--- src/cocio_pkg.sv ---
package cocio_pkg;

  // Sizes of the status flags, input paths and output section
  localparam int NUM_DIV = 4;
  localparam int NUM_DRV = 4;
  localparam int NUM_FLAG = 4;
  localparam int NUM_IN = 2;
  localparam int SEL_W = 2;
  localparam int DLY_W = 16;
  localparam int HALF_W = 8;
  localparam int DIS_W = 2;

  // Status flag positions
  localparam int FLAG_LOS = 0;
  localparam int FLAG_OOF = 1;
  localparam int FLAG_LOL = 2;
  localparam int FLAG_HOLD = 3;

  // Delay line: step and one-sided span
  localparam int DLY_STEP_FS = 280;
  localparam int DLY_SPAN_PS = 9140;
  localparam int DLY_MAX_I = (DLY_SPAN_PS * 1000) / DLY_STEP_FS;
  localparam logic signed [DLY_W-1:0] DLY_MAX = DLY_W'(DLY_MAX_I);
  localparam logic signed [DLY_W-1:0] DLY_MIN = DLY_W'(-DLY_MAX_I);

  // Disabled driver states
  localparam logic [DIS_W-1:0] DIS_LOW = 2'h0;
  localparam logic [DIS_W-1:0] DIS_HIGH = 2'h1;
  localparam logic [DIS_W-1:0] DIS_HIZ = 2'h2;

  // Nonvolatile store
  localparam logic [1:0] NVM_MAX_WR = 2'h2;

  // Page addressing
  localparam logic [7:0] PAGE_RST = 8'h00;
  localparam logic [7:0] PAGE_SEL_OFS = 8'h01;

  typedef enum logic {ST_LOAD, ST_RUN} cocio_state_t;

endpackage

--- src/cocio_drv.sv ---
`timescale 1ns/1ps
module cocio_drv
  import cocio_pkg::*;
(
  // Clock and reset
  input wire logic ref_clk,
  input wire logic nrst,
  // Source clock and controls
  input wire logic src_clk,
  input wire logic en,
  input wire logic pdn,
  input wire logic sync_dis,
  input wire logic se_mode,
  input wire logic pol_p,
  input wire logic pol_n,
  input wire logic [DIS_W-1:0] dis_state,
  // Pin pair
  output logic pin_p,
  output logic pin_n,
  output logic oe_p,
  output logic oe_n
);

  logic running;

  // Start only while the source is low so the first pulse is whole
  always_ff @(posedge ref_clk or negedge nrst) begin
    if (!nrst) begin
      running <= 1'b0;
    end else if (!en && (!sync_dis || !src_clk)) begin
      running <= 1'b0;
    end else if (en && !src_clk) begin
      running <= 1'b1;
    end
  end

  always_ff @(posedge ref_clk or negedge nrst) begin
    if (!nrst) begin
      pin_p <= 1'b0;
      pin_n <= 1'b0;
      oe_p <= 1'b0;
      oe_n <= 1'b0;
    end else if (pdn) begin
      pin_p <= 1'b0;
      pin_n <= 1'b0;
      oe_p <= 1'b0;
      oe_n <= 1'b0;
    end else if (running) begin
      pin_p <= se_mode ? (src_clk ^ pol_p) : src_clk;
      pin_n <= se_mode ? (src_clk ^ pol_n) : ~src_clk;
      oe_p <= 1'b1;
      oe_n <= 1'b1;
    end else begin
      pin_p <= (dis_state == DIS_HIGH);
      pin_n <= (dis_state == DIS_HIGH);
      oe_p <= (dis_state != DIS_HIZ);
      oe_n <= (dis_state != DIS_HIZ);
    end
  end
endmodule

--- src/cocio_top.sv ---
// What this block does
// - Interrupt pin asserts when any loss, range, lock or holdover flag changes.
// - Each status flag has a mask that blocks it from the interrupt pin.
// - Interrupt pin releases when host clears the causing sticky bit or masks it.
// - Each flag has a live bit and a sticky bit held until cleared.
// - Crosspoint lets each driver take any fractional divider as its clock.
// - Crosspoint selection loads from nonvolatile store at power-up.
// - Single-ended driver clocks both pins, in phase by default.
// - Each single-ended pin has its own polarity control.
// - Output gate pin high disables all drivers; low enables them.
// - Each driver can be disabled by its own control bit.
// - Disabled driver state is low, high or high impedance.
// - Synchronous disable waits for the current clock period to finish.
// - Without synchronous disable, the driver stops at once.
// - Four dividers, each with a delay path, phase aligned by default.
// - Delay setting steps about 0.28 ps over plus or minus 9.14 ns.
// - Delay settings revert to defaults on power-up, hard reset, reset pin.
// - Delay defaults come from the nonvolatile store after any reset.
// - Output dividers are forced to a known state at init and resets.
// - Sync request realigns all output dividers without a device reset.
// - Unused input paths and drivers can each be powered down.
// - Defaults load from nonvolatile store before normal operation.
// - Store accepts two writes; only the newest image is readable.
// - Host access is I2C or SPI, chosen by the interface select pin.
// - SPI runs with separate data lines or one shared data line.
// - Page byte plus offset; page starts at zero, changed at offset 0x01.
`timescale 1ns/1ps
module cocio_top
  import cocio_pkg::*;
(
  // Clock and reset
  input wire logic ref_clk,
  input wire logic nrst,
  // Status monitors and interrupt
  input wire logic [NUM_FLAG-1:0] status_raw,
  input wire logic [NUM_FLAG-1:0] flag_mask,
  input wire logic [NUM_FLAG-1:0] sticky_clr,
  output logic [NUM_FLAG-1:0] live_flags,
  output logic [NUM_FLAG-1:0] sticky_flags,
  output logic interrupt_request_pin,
  // Reset and realign requests
  input wire logic hard_reset,
  input wire logic sync_req,
  // Host configuration
  input wire logic cfg_we,
  input wire logic [NUM_DRV*SEL_W-1:0] cfg_xsel,
  input wire logic [NUM_DIV*DLY_W-1:0] cfg_dly,
  input wire logic [NUM_DIV*HALF_W-1:0] cfg_half,
  // Driver controls
  input wire logic out_gate_pin,
  input wire logic [NUM_DRV-1:0] drv_dis,
  input wire logic [NUM_DRV-1:0] drv_pdn,
  input wire logic [NUM_DRV-1:0] drv_se,
  input wire logic [NUM_DRV-1:0] drv_sync_dis,
  input wire logic [NUM_DRV-1:0] drv_pol_p,
  input wire logic [NUM_DRV-1:0] drv_pol_n,
  input wire logic [NUM_DRV*DIS_W-1:0] drv_dis_state,
  // Input paths
  input wire logic [NUM_IN-1:0] in_pdn,
  output logic [NUM_IN-1:0] in_path_en,
  // Nonvolatile store
  input wire logic [NUM_DRV*SEL_W-1:0] nvm_xsel,
  input wire logic [NUM_DIV*DLY_W-1:0] nvm_dly,
  input wire logic [NUM_DIV*HALF_W-1:0] nvm_half,
  input wire logic [1:0] nvm_used,
  input wire logic nvm_burn_req,
  output logic nvm_prog,
  output logic nvm_wr_slot,
  output logic nvm_rd_slot,
  output logic nvm_burn_err,
  // Serial interface
  input wire logic iface_sel_pin,
  input wire logic spi_3wire,
  input wire logic reg_we,
  input wire logic [7:0] reg_ofs,
  input wire logic [7:0] reg_data,
  output logic spi_mode,
  output logic spi_3wire_act,
  output logic [7:0] page,
  // Output pins and delay codes
  output logic [NUM_DRV-1:0] output_pin_pair_p,
  output logic [NUM_DRV-1:0] output_pin_pair_n,
  output logic [NUM_DRV-1:0] output_pin_pair_oe_p,
  output logic [NUM_DRV-1:0] output_pin_pair_oe_n,
  output logic [NUM_DIV*DLY_W-1:0] path_delay_setting,
  output logic dev_ready
);

  cocio_state_t state;
  logic [NUM_FLAG-1:0] stat_s1;
  logic [NUM_FLAG-1:0] stat_s2;
  logic [NUM_FLAG-1:0] live_d;
  logic [NUM_FLAG-1:0] chg;
  logic gate_s1;
  logic gate_s2;
  logic isel_s1;
  logic isel_s2;
  logic realign;
  logic loading;
  logic [1:0] nvm_cnt;
  logic [SEL_W-1:0] act_xsel [NUM_DRV];
  logic [HALF_W-1:0] act_half [NUM_DIV];
  logic [HALF_W-1:0] div_cnt [NUM_DIV];
  logic [NUM_DIV-1:0] div_clk;
  logic [NUM_DRV-1:0] drv_en_v;

  function automatic logic signed [DLY_W-1:0] clamp_dly(
    input logic signed [DLY_W-1:0] v
  );
    if (v > DLY_MAX) begin
      return DLY_MAX;
    end else if (v < DLY_MIN) begin
      return DLY_MIN;
    end
    return v;
  endfunction

  // Load phase after power-up, reset pin or hard reset
  always_ff @(posedge ref_clk or negedge nrst) begin
    if (!nrst) begin
      state <= ST_LOAD;
    end else if (hard_reset) begin
      state <= ST_LOAD;
    end else begin
      case (state)
        ST_LOAD: state <= ST_RUN;
        ST_RUN: state <= ST_RUN;
        default: state <= ST_LOAD;
      endcase
    end
  end

  assign loading = (state == ST_LOAD);
  assign realign = loading | sync_req;

  always_ff @(posedge ref_clk or negedge nrst) begin
    if (!nrst) begin
      dev_ready <= 1'b0;
    end else begin
      dev_ready <= !loading && !hard_reset;
    end
  end

  // Monitor flags come from other clock domains
  always_ff @(posedge ref_clk or negedge nrst) begin
    if (!nrst) begin
      stat_s1 <= '0;
      stat_s2 <= '0;
      live_d <= '0;
    end else begin
      stat_s1 <= status_raw;
      stat_s2 <= stat_s1;
      live_d <= stat_s2;
    end
  end

  assign chg = stat_s2 ^ live_d;

  // A change in the clearing cycle still sets the sticky bit
  always_ff @(posedge ref_clk or negedge nrst) begin
    if (!nrst) begin
      live_flags <= '0;
      sticky_flags <= '0;
    end else begin
      live_flags <= stat_s2;
      sticky_flags <= (sticky_flags & ~sticky_clr) | chg;
    end
  end

  always_ff @(posedge ref_clk or negedge nrst) begin
    if (!nrst) begin
      interrupt_request_pin <= 1'b0;
    end else begin
      interrupt_request_pin <= |(sticky_flags & ~flag_mask);
    end
  end

  // Output gate and interface select pins
  always_ff @(posedge ref_clk or negedge nrst) begin
    if (!nrst) begin
      gate_s1 <= 1'b1;
      gate_s2 <= 1'b1;
      isel_s1 <= 1'b1;
      isel_s2 <= 1'b1;
    end else begin
      gate_s1 <= out_gate_pin;
      gate_s2 <= gate_s1;
      isel_s1 <= iface_sel_pin;
      isel_s2 <= isel_s1;
    end
  end

  // Select pin high means I2C
  always_ff @(posedge ref_clk or negedge nrst) begin
    if (!nrst) begin
      spi_mode <= 1'b0;
      spi_3wire_act <= 1'b0;
    end else begin
      spi_mode <= !isel_s2;
      spi_3wire_act <= !isel_s2 && spi_3wire;
    end
  end

  always_ff @(posedge ref_clk or negedge nrst) begin
    if (!nrst) begin
      page <= PAGE_RST;
    end else if (hard_reset) begin
      page <= PAGE_RST;
    end else if (reg_we && reg_ofs == PAGE_SEL_OFS) begin
      page <= reg_data;
    end
  end

  always_ff @(posedge ref_clk or negedge nrst) begin
    if (!nrst) begin
      in_path_en <= '0;
    end else begin
      in_path_en <= ~in_pdn;
    end
  end

  // Store programming: the count is taken from the store at each load
  always_ff @(posedge ref_clk or negedge nrst) begin
    if (!nrst) begin
      nvm_cnt <= '0;
      nvm_prog <= 1'b0;
      nvm_wr_slot <= 1'b0;
      nvm_burn_err <= 1'b0;
    end else if (loading) begin
      nvm_cnt <= nvm_used;
      nvm_prog <= 1'b0;
      nvm_burn_err <= 1'b0;
    end else if (nvm_burn_req && nvm_cnt < NVM_MAX_WR) begin
      nvm_prog <= 1'b1;
      nvm_wr_slot <= nvm_cnt[0];
      nvm_cnt <= nvm_cnt + 2'h1;
    end else begin
      nvm_prog <= 1'b0;
      if (nvm_burn_req) begin
        nvm_burn_err <= 1'b1;
      end
    end
  end

  // Only the newest image is ever read back
  always_ff @(posedge ref_clk or negedge nrst) begin
    if (!nrst) begin
      nvm_rd_slot <= 1'b0;
    end else begin
      nvm_rd_slot <= (nvm_cnt == NVM_MAX_WR);
    end
  end

  genvar gd;
  generate
    for (gd = 0; gd < NUM_DIV; gd++) begin : g_div
      always_ff @(posedge ref_clk or negedge nrst) begin
        if (!nrst) begin
          act_half[gd] <= '0;
          path_delay_setting[gd*DLY_W +: DLY_W] <= '0;
        end else if (loading) begin
          act_half[gd] <= nvm_half[gd*HALF_W +: HALF_W];
          path_delay_setting[gd*DLY_W +: DLY_W] <=
            clamp_dly(nvm_dly[gd*DLY_W +: DLY_W]);
        end else if (cfg_we) begin
          act_half[gd] <= cfg_half[gd*HALF_W +: HALF_W];
          path_delay_setting[gd*DLY_W +: DLY_W] <=
            clamp_dly(cfg_dly[gd*DLY_W +: DLY_W]);
        end
      end

      // Every divider restarts from the same phase
      always_ff @(posedge ref_clk or negedge nrst) begin
        if (!nrst) begin
          div_cnt[gd] <= '0;
          div_clk[gd] <= 1'b0;
        end else if (realign) begin
          div_cnt[gd] <= '0;
          div_clk[gd] <= 1'b0;
        // A shorter half period written mid-count must not wait for a wrap
        end else if (div_cnt[gd] >= act_half[gd]) begin
          div_cnt[gd] <= '0;
          div_clk[gd] <= ~div_clk[gd];
        end else begin
          div_cnt[gd] <= div_cnt[gd] + 8'h01;
        end
      end

    end
  endgenerate

  genvar gi;
  generate
    for (gi = 0; gi < NUM_DRV; gi++) begin : g_drv
      logic drv_en;

      always_ff @(posedge ref_clk or negedge nrst) begin
        if (!nrst) begin
          act_xsel[gi] <= '0;
        end else if (loading) begin
          act_xsel[gi] <= nvm_xsel[gi*SEL_W +: SEL_W];
        end else if (cfg_we) begin
          act_xsel[gi] <= cfg_xsel[gi*SEL_W +: SEL_W];
        end
      end

      // Gate pin is active high; per-driver bit applies on top
      assign drv_en = !gate_s2 && !drv_dis[gi] && !loading;
      assign drv_en_v[gi] = drv_en;

      cocio_drv u_drv (
        .ref_clk(ref_clk),
        .nrst(nrst),
        .src_clk(div_clk[act_xsel[gi]]),
        .en(drv_en),
        .pdn(drv_pdn[gi]),
        .sync_dis(drv_sync_dis[gi]),
        .se_mode(drv_se[gi]),
        .pol_p(drv_pol_p[gi]),
        .pol_n(drv_pol_n[gi]),
        .dis_state(drv_dis_state[gi*DIS_W +: DIS_W]),
        .pin_p(output_pin_pair_p[gi]),
        .pin_n(output_pin_pair_n[gi]),
        .oe_p(output_pin_pair_oe_p[gi]),
        .oe_n(output_pin_pair_oe_n[gi])
      );
    end
  endgenerate
endmodule

--- config.mk ---
export PLATFORM = sky130hd
export DESIGN_NAME = cocio_top
export DESIGN_NICKNAME = d
export VERILOG_FILES = /design/src/cocio_pkg.sv /design/src/cocio_drv.sv /design/src/cocio_top.sv
export SDC_FILE = /design/constraint.sdc
export NUM_CORES = 1
export LEC_CHECK = 0
export ABC_AREA = 0
export BUFFER_PORTS_ARGS = -buffer_cell sky130_fd_sc_hd__buf_2
export CORE_MARGIN = 2
export CORE_UTILIZATION = 25
export DETAILED_ROUTE_END_ITERATION = 6
export PLACE_DENSITY = 0.45
export SETUP_SLACK_MARGIN = 0.3
export SLEW_MARGIN = 40
export SYNTH_ARGS = -nofsm -noshare
export SYNTH_HDL_FRONTEND = slang
export SYNTH_HIERARCHICAL = 1
export SYNTH_SLANG_ARGS = --single-unit
--- constraint.sdc ---
create_clock -name ref_clk -period 1.6 [get_ports ref_clk]
set_input_delay 0.4 -clock ref_clk [delete_from_list [all_inputs] [get_ports ref_clk]]
set_output_delay 0.4 -clock ref_clk [all_outputs]
set_load 0.02 [all_outputs]
## Yosys cells after proc, flatten, opt, wreduce, memory -nomap -nowiden

Cells that the tools add are included.
W data, S select, Z words.

- Output and inout port bits: 106
- Input port bits: 282
- Word-level logic and storage cells: 330
- Flip-flop bits (word level): 197

- Reductions and logical operators: 55
- Muxes and demuxes: 150
- Magnitude comparators: 25
- Add/sub/neg operators: 5
- Eq/ne operators: 14
- Bitwise logic cells: 25

Operator list:

| cell | number |
|---|---|
| $mux W16 | 32 |
| $mux W8 | 18 |
| $gt A16 B16 Y1 const B | 8 |
| $lt A16 B16 Y1 const B | 8 |
| $mux W1 | 86 |
| $add A8 B1 Y8 const B | 4 |
| $ge A8 B8 Y1 | 4 |
| $logic_and A1 B1 Y1 | 20 |
| $mux W2 | 10 |
| $logic_not A1 Y1 | 19 |
| $reduce_bool A2 Y1 | 9 |
| $ne A2 B2 Y1 const B | 7 |
| $lt A2 B3 Y1 const B | 4 |
| $not A1 Y1 | 9 |
| $and A4 B4 Y4 | 2 |
| $bmux W1 S2 | 4 |
| $eq A2 B1 Y1 const B | 4 |
| $eq A8 B1 Y1 const B | 1 |
| $not A4 Y4 | 2 |
| $xor A1 B1 Y1 | 8 |
| $logic_or A1 B1 Y1 | 4 |
| $or A4 B4 Y4 | 1 |
| $reduce_and A2 Y1 | 2 |
| $reduce_or A4 Y1 | 1 |
| 7 further kinds | 7 |

## Longest topological paths before layout

- Depth in word-level cells: 8
- Gate-level depth with buffers: 7

## Modules after synthesis

The synthesis kept the hierarchy.

Modules (own cells, without submodules):

| module | times used | seq. area each (sq um) | cells each | area each (sq um) |
|---|---|---|---|---|
| cocio_top | 1 | 4534.3 | 949 | 9247.6 |
| cocio_drv | 4 | 100.1 | 18 | 188.9 |

## Least setup slack after synthesis

OpenSTA, ideal clock, no wires.

- Kind: in2reg
- Start point: in cfg_dly[44]
- End point: reg path_delay_setting[32]
- Path buffers: 0
- Stages: 5
- Arrival time: 1738 ps
- Path slack: -264 ps
- Data required time: 1474 ps
- Cells stage by stage: or4_4 > nor4_4 > o21ai_2 > and3_1 > a221o_1

- Cells in the longest elaborated chain, start to end: 8
- Elaborated cells between the ends (all ways): 10
- Classes of those cells: 2 x order compare; 8 x mux

Ends and longest elaborated chain:

| item | line | RTL |
|---|---|---|
| start: declaration | cocio_top.sv:47 | `input wire logic [NUM_DIV*DLY_W-1:0] cfg_dly,` |
| $lt A16 B16 Y1 | cocio_top.sv:112 | `end else if (v < DLY_MIN) begin` |
| $mux W1 | cocio_top.sv:112 |  |
| $mux W1 | cocio_top.sv:110 | `if (v > DLY_MAX) begin` |
| $mux W1 | cocio_top.sv:265 | `end else if (cfg_we) begin` |
| $mux W1 | cocio_top.sv:261 | `end else if (loading) begin` |
| $mux W16 * | cocio_top.sv:115 | `return v;` |
| $mux W16 * | cocio_top.sv:265 |  |
| $mux W16 * | cocio_top.sv:261 |  |
| end signal: indexed assignment | cocio_top.sv:263 | `path_delay_setting[gd*DLY_W +: DLY_W] <=` |
| end signal: indexed assignment | cocio_top.sv:267 | `path_delay_setting[gd*DLY_W +: DLY_W] <=` |
| end: declaration | cocio_top.sv:85 | `output logic [NUM_DIV*DLY_W-1:0] path_delay_setting,` |

Every way passes the cells marked *; elsewhere a longest branch is shown, timed or not. The select of a mux whose other input is x is not followed.
A chain may end at the register's enable or synchronous reset.

## Worst setup path in the final report

- Start point: reg act_half[5] (netlist name)
- End point: reg div_clk[3]

- Cells in the longest elaborated chain, start to end: 2

Ends and longest elaborated chain:

| item | line | RTL |
|---|---|---|
| start: declaration | cocio_top.sv:102 | `logic [HALF_W-1:0] act_half [NUM_DIV];` |
| start signal: indexed assignment | cocio_top.sv:262 | `act_half[gd] <= nvm_half[gd*HALF_W +: HALF_W];` |
| start signal: indexed assignment | cocio_top.sv:266 | `act_half[gd] <= cfg_half[gd*HALF_W +: HALF_W];` |
| $ge A8 B8 Y1 | cocio_top.sv:281 | `end else if (div_cnt[gd] >= act_half[gd]) begin` |
| $reduce_bool A2 Y1 (no source line) | -- |  |
| end signal: indexed assignment | cocio_top.sv:283 | `div_clk[gd] <= ~div_clk[gd];` |
| end: declaration | cocio_top.sv:104 | `logic [NUM_DIV-1:0] div_clk;` |

No other way between the ends.

==> run summary <==
Final-report max-slew violation count - 0
Relative slew slack - 60.0%
Status - finished with violations
Worst Skew - 0.0127 ns
Avg Inst Size Synth - 9.80 um^2
Chip width - 204 um
Vias in the first global route - 9950
Die area - 0.0416 mm^2
Prevailing post-synth register cell - dfrtp_1
Combinational family with the most area after synthesis - simple AND/OR/NAND/NOR gates
Post-synth EDFFs - 0
Max cap viols - 0
Critical Path Source Type - flop
Final net count - 1908
Adder-Cell Fraction of Synth Area - 4.63%
Detail Route Antenna Nets - 0
Area delta synth->final - 62.8%
Post-Syn Area - 0.0100 mm^2
Cts bufs inserted - 17
RSZ-0062 raised after global routing - true
Skew-Pair Late Insertion Delay - 0.45 ns
Starting DRT DRC Count - 403
Area leader, netlist - dfrtp_1
TritonRoute pass-1 iters - 5
Worst r2r src - act_half[5]
Num rows - 73
Post-layout util - 41.1%
CP Max Fanout - 3
Post-route DRC - 0
Synth Area in Compound Gates - 12.2%
Root buf cell - clkbuf_16
Port bufs - 387
Power per Cell Area - 787 mW/mm^2
FF-to-FF End - div_clk[3]
Crit Path Category - flop to flop
Simple-gate share of the synthesized area - 17.6%
Sequential share of the synthesized area - 49.3%
Min-Delay Endpoint - isel_s1
Netlist cell types - 54
Post-DP HPWL - 28.5 mm
Peak supply drop - 628 uV
H-tree levels - 4
Ports - 388
Final setup vio count - 36
Clock Tree Buf Depth - 2
DIE HEIGHT - 204 um
Total GRT Usage - 17.8%
Placer Congestion - 0.890
Post-Syn Nets - 1340
Failing checks - negative setup slack
Worst min-delay path startpoint - iface_sel_pin
Fmax - 562 MHz
Minimum clock period - 1.78 ns
Count of final hold-check violations - 0
First-pass GRT wire length - 56.6 mm
Area fraction of the dominant cell type after synthesis - 48.3%
Reg clk slew, reported paths - 0.07 ns
WL per Instance - 17.4 um
Largest net degree at the start of global routing - 39
Portion of netlist area occupied by mux cells - 9.32%
Vias per cell - 4.60
GRT Residual Overflow - 0
Initial antenna violation count - 9
Crit end category - flop
Asr flop ratio synth - 100%
Clock Sinks - 197
Most frequent cells after synthesis - dfrtp_1 (193), nor2_1 (145), a21oi_1 (123), mux2i_1 (83), nand2_1 (59)
R2r setup slk - -0.18 ns
Initial core utilization - 25.2%
Cells after Synth - 1021
Most frequent cell after synthesis - dfrtp_1
Layout cells sized above 1 - 47.6%
Final Cycle Share - 111%
Least-Margin Pin Slew - 0.594 ns
XOR/XNOR Fraction of Synth Area - 3.24%
Critical path arrival - 2.15 ns
Final WL - 37.2 mm
Number of synthesized register bits - 197
Worst path required time - 1.97 ns
TritonCTS clock tree - built
Hold Crit Class - primary input to flop
Cells on worst reg2reg path - 7
Ys Warns - 6
Worst hold stages - 1
Setup ws final - -0.181 ns
Core area - 0.0396 mm^2
Synth top area cells - dfrtp_1 (48%), mux2i_1 (8.3%), a21oi_1 (6.2%)
Static Leak - 7.93 nW
DR vias - 9812
Design Power - 12.8 mW
## metal layers
layer,wire (um),vias up,GRT usage [%],part of all wire [%]
met3,2790,51,5.66,7.5
met5,71,-,0,0.19
met1,15400,4727,21.1,41
met2,18200,277,30.6,49
met4,726,12,5.51,2.0
li1,-,4745,-,-
## cell usage in the layout (no fill, tap or decap), drive strengths merged, types with 8 or more instances in the layout
cell,netlist,final
o21ai,62,62
nand3,43,43
inv,57,62
dfrtp,193,193
buf,14,584
ha,37,37
xor2,23,23
nand4,14,14
mux2i,83,83
a21oi,123,123
nor4,25,25
clkbuf,23,19
and3,11,11
nand2,59,59
nand2b,17,17
xnor2,14,14
a21o,8,8
nor2,145,145
## where the power goes
group	internal [mW]	leakage, nW	switching (mW)
clock network	2.20	0.277	2.10
logic	1.49	5.27	1.44
registers	5.32	2.38	0.260
total	9.02	7.93	3.80
## metrics by stage
stage	worst slack, ns	cells	instance area [um^2]	hold WS (ns)	setup TNS, ns
3_3_place_gp	-0.436	2033	13700	0.296	-9.53
5_1_grt	-0.273	2128	16300	0.0150	-6.73
4_1_cts	-0.196	2102	15600	0.0110	-3.76
3_5_place_dp	-0.465	2033	13700	0.295	-10.25
2_1_floorplan	-0.264	1021	10100	0.104	-1.33
6_report	-0.181	2133	16300	0.0477	-3.35
## cells by family after synthesis
group | count (synthesis)
AND/OR/NAND/NOR | 348
AO/OA/AOI/OAI | 220
flip-flops | 197
buffers and inverters | 94
multiplexers | 88
XOR/XNOR | 37
adder cells (fa/ha/maj) | 37
## critical path, stage by stage (launching register included)
cell and delay [ns]:
dfrtp_1 0.38, inv_2 0.05, ha_4 0.26, and4_1 0.19, o21ai_1 0.07, o221a_2 0.27
or3_4 0.37, a21oi_2 0.11
## repair_timing
| action | CTS | global route |
|---|---|---|
| buffers inserted | 34 | 24 |
| resized for setup | 303 | 102 |
| hold buffers | 1 | 0 |
| setup endpoints to repair | 232 | 208 |
| cloned | 2 | 1 |
| endpoints found under the hold margin | 21 | 0 |
| pin swaps | 50 | 46 |
## cell type report
type,instances,area (um^2)
Antenna cell,6,15.0
Clock buffer,18,439
Clock inverter,14,123
Fill cell,3983,23400
Inverter,57,216
Multi-Input combinational cell,730,5400
Sequential cell,197,4940
Tap cell,525,657
Timing Repair Buffer,586,4500
## worst max-delay path by stage
stage / startpoint / end / slack [ns] / depth (start not counted)
6_report: act_half[5] / div_clk[3] / -0.18 / 7
5_1_grt: act_half[29] / div_cnt[24] / -0.27 / 8
4_1_cts: act_half[5] / div_clk[3] / -0.20 / 7
3_5_place_dp: cfg_dly[44] / path_delay_setting[32] / -0.47 / 6
3_3_place_gp: cfg_dly[44] / path_delay_setting[32] / -0.44 / 6
2_1_floorplan: cfg_dly[44] / path_delay_setting[32] / -0.26 / 5
## sequential cells by signal (all words and copies together) (netlist names), 8 cells and up
name	count
act_half	32
act_xsel	8
path_delay_setting	64
div_cnt	32
page	8
(Power assumes the default switching activity.)
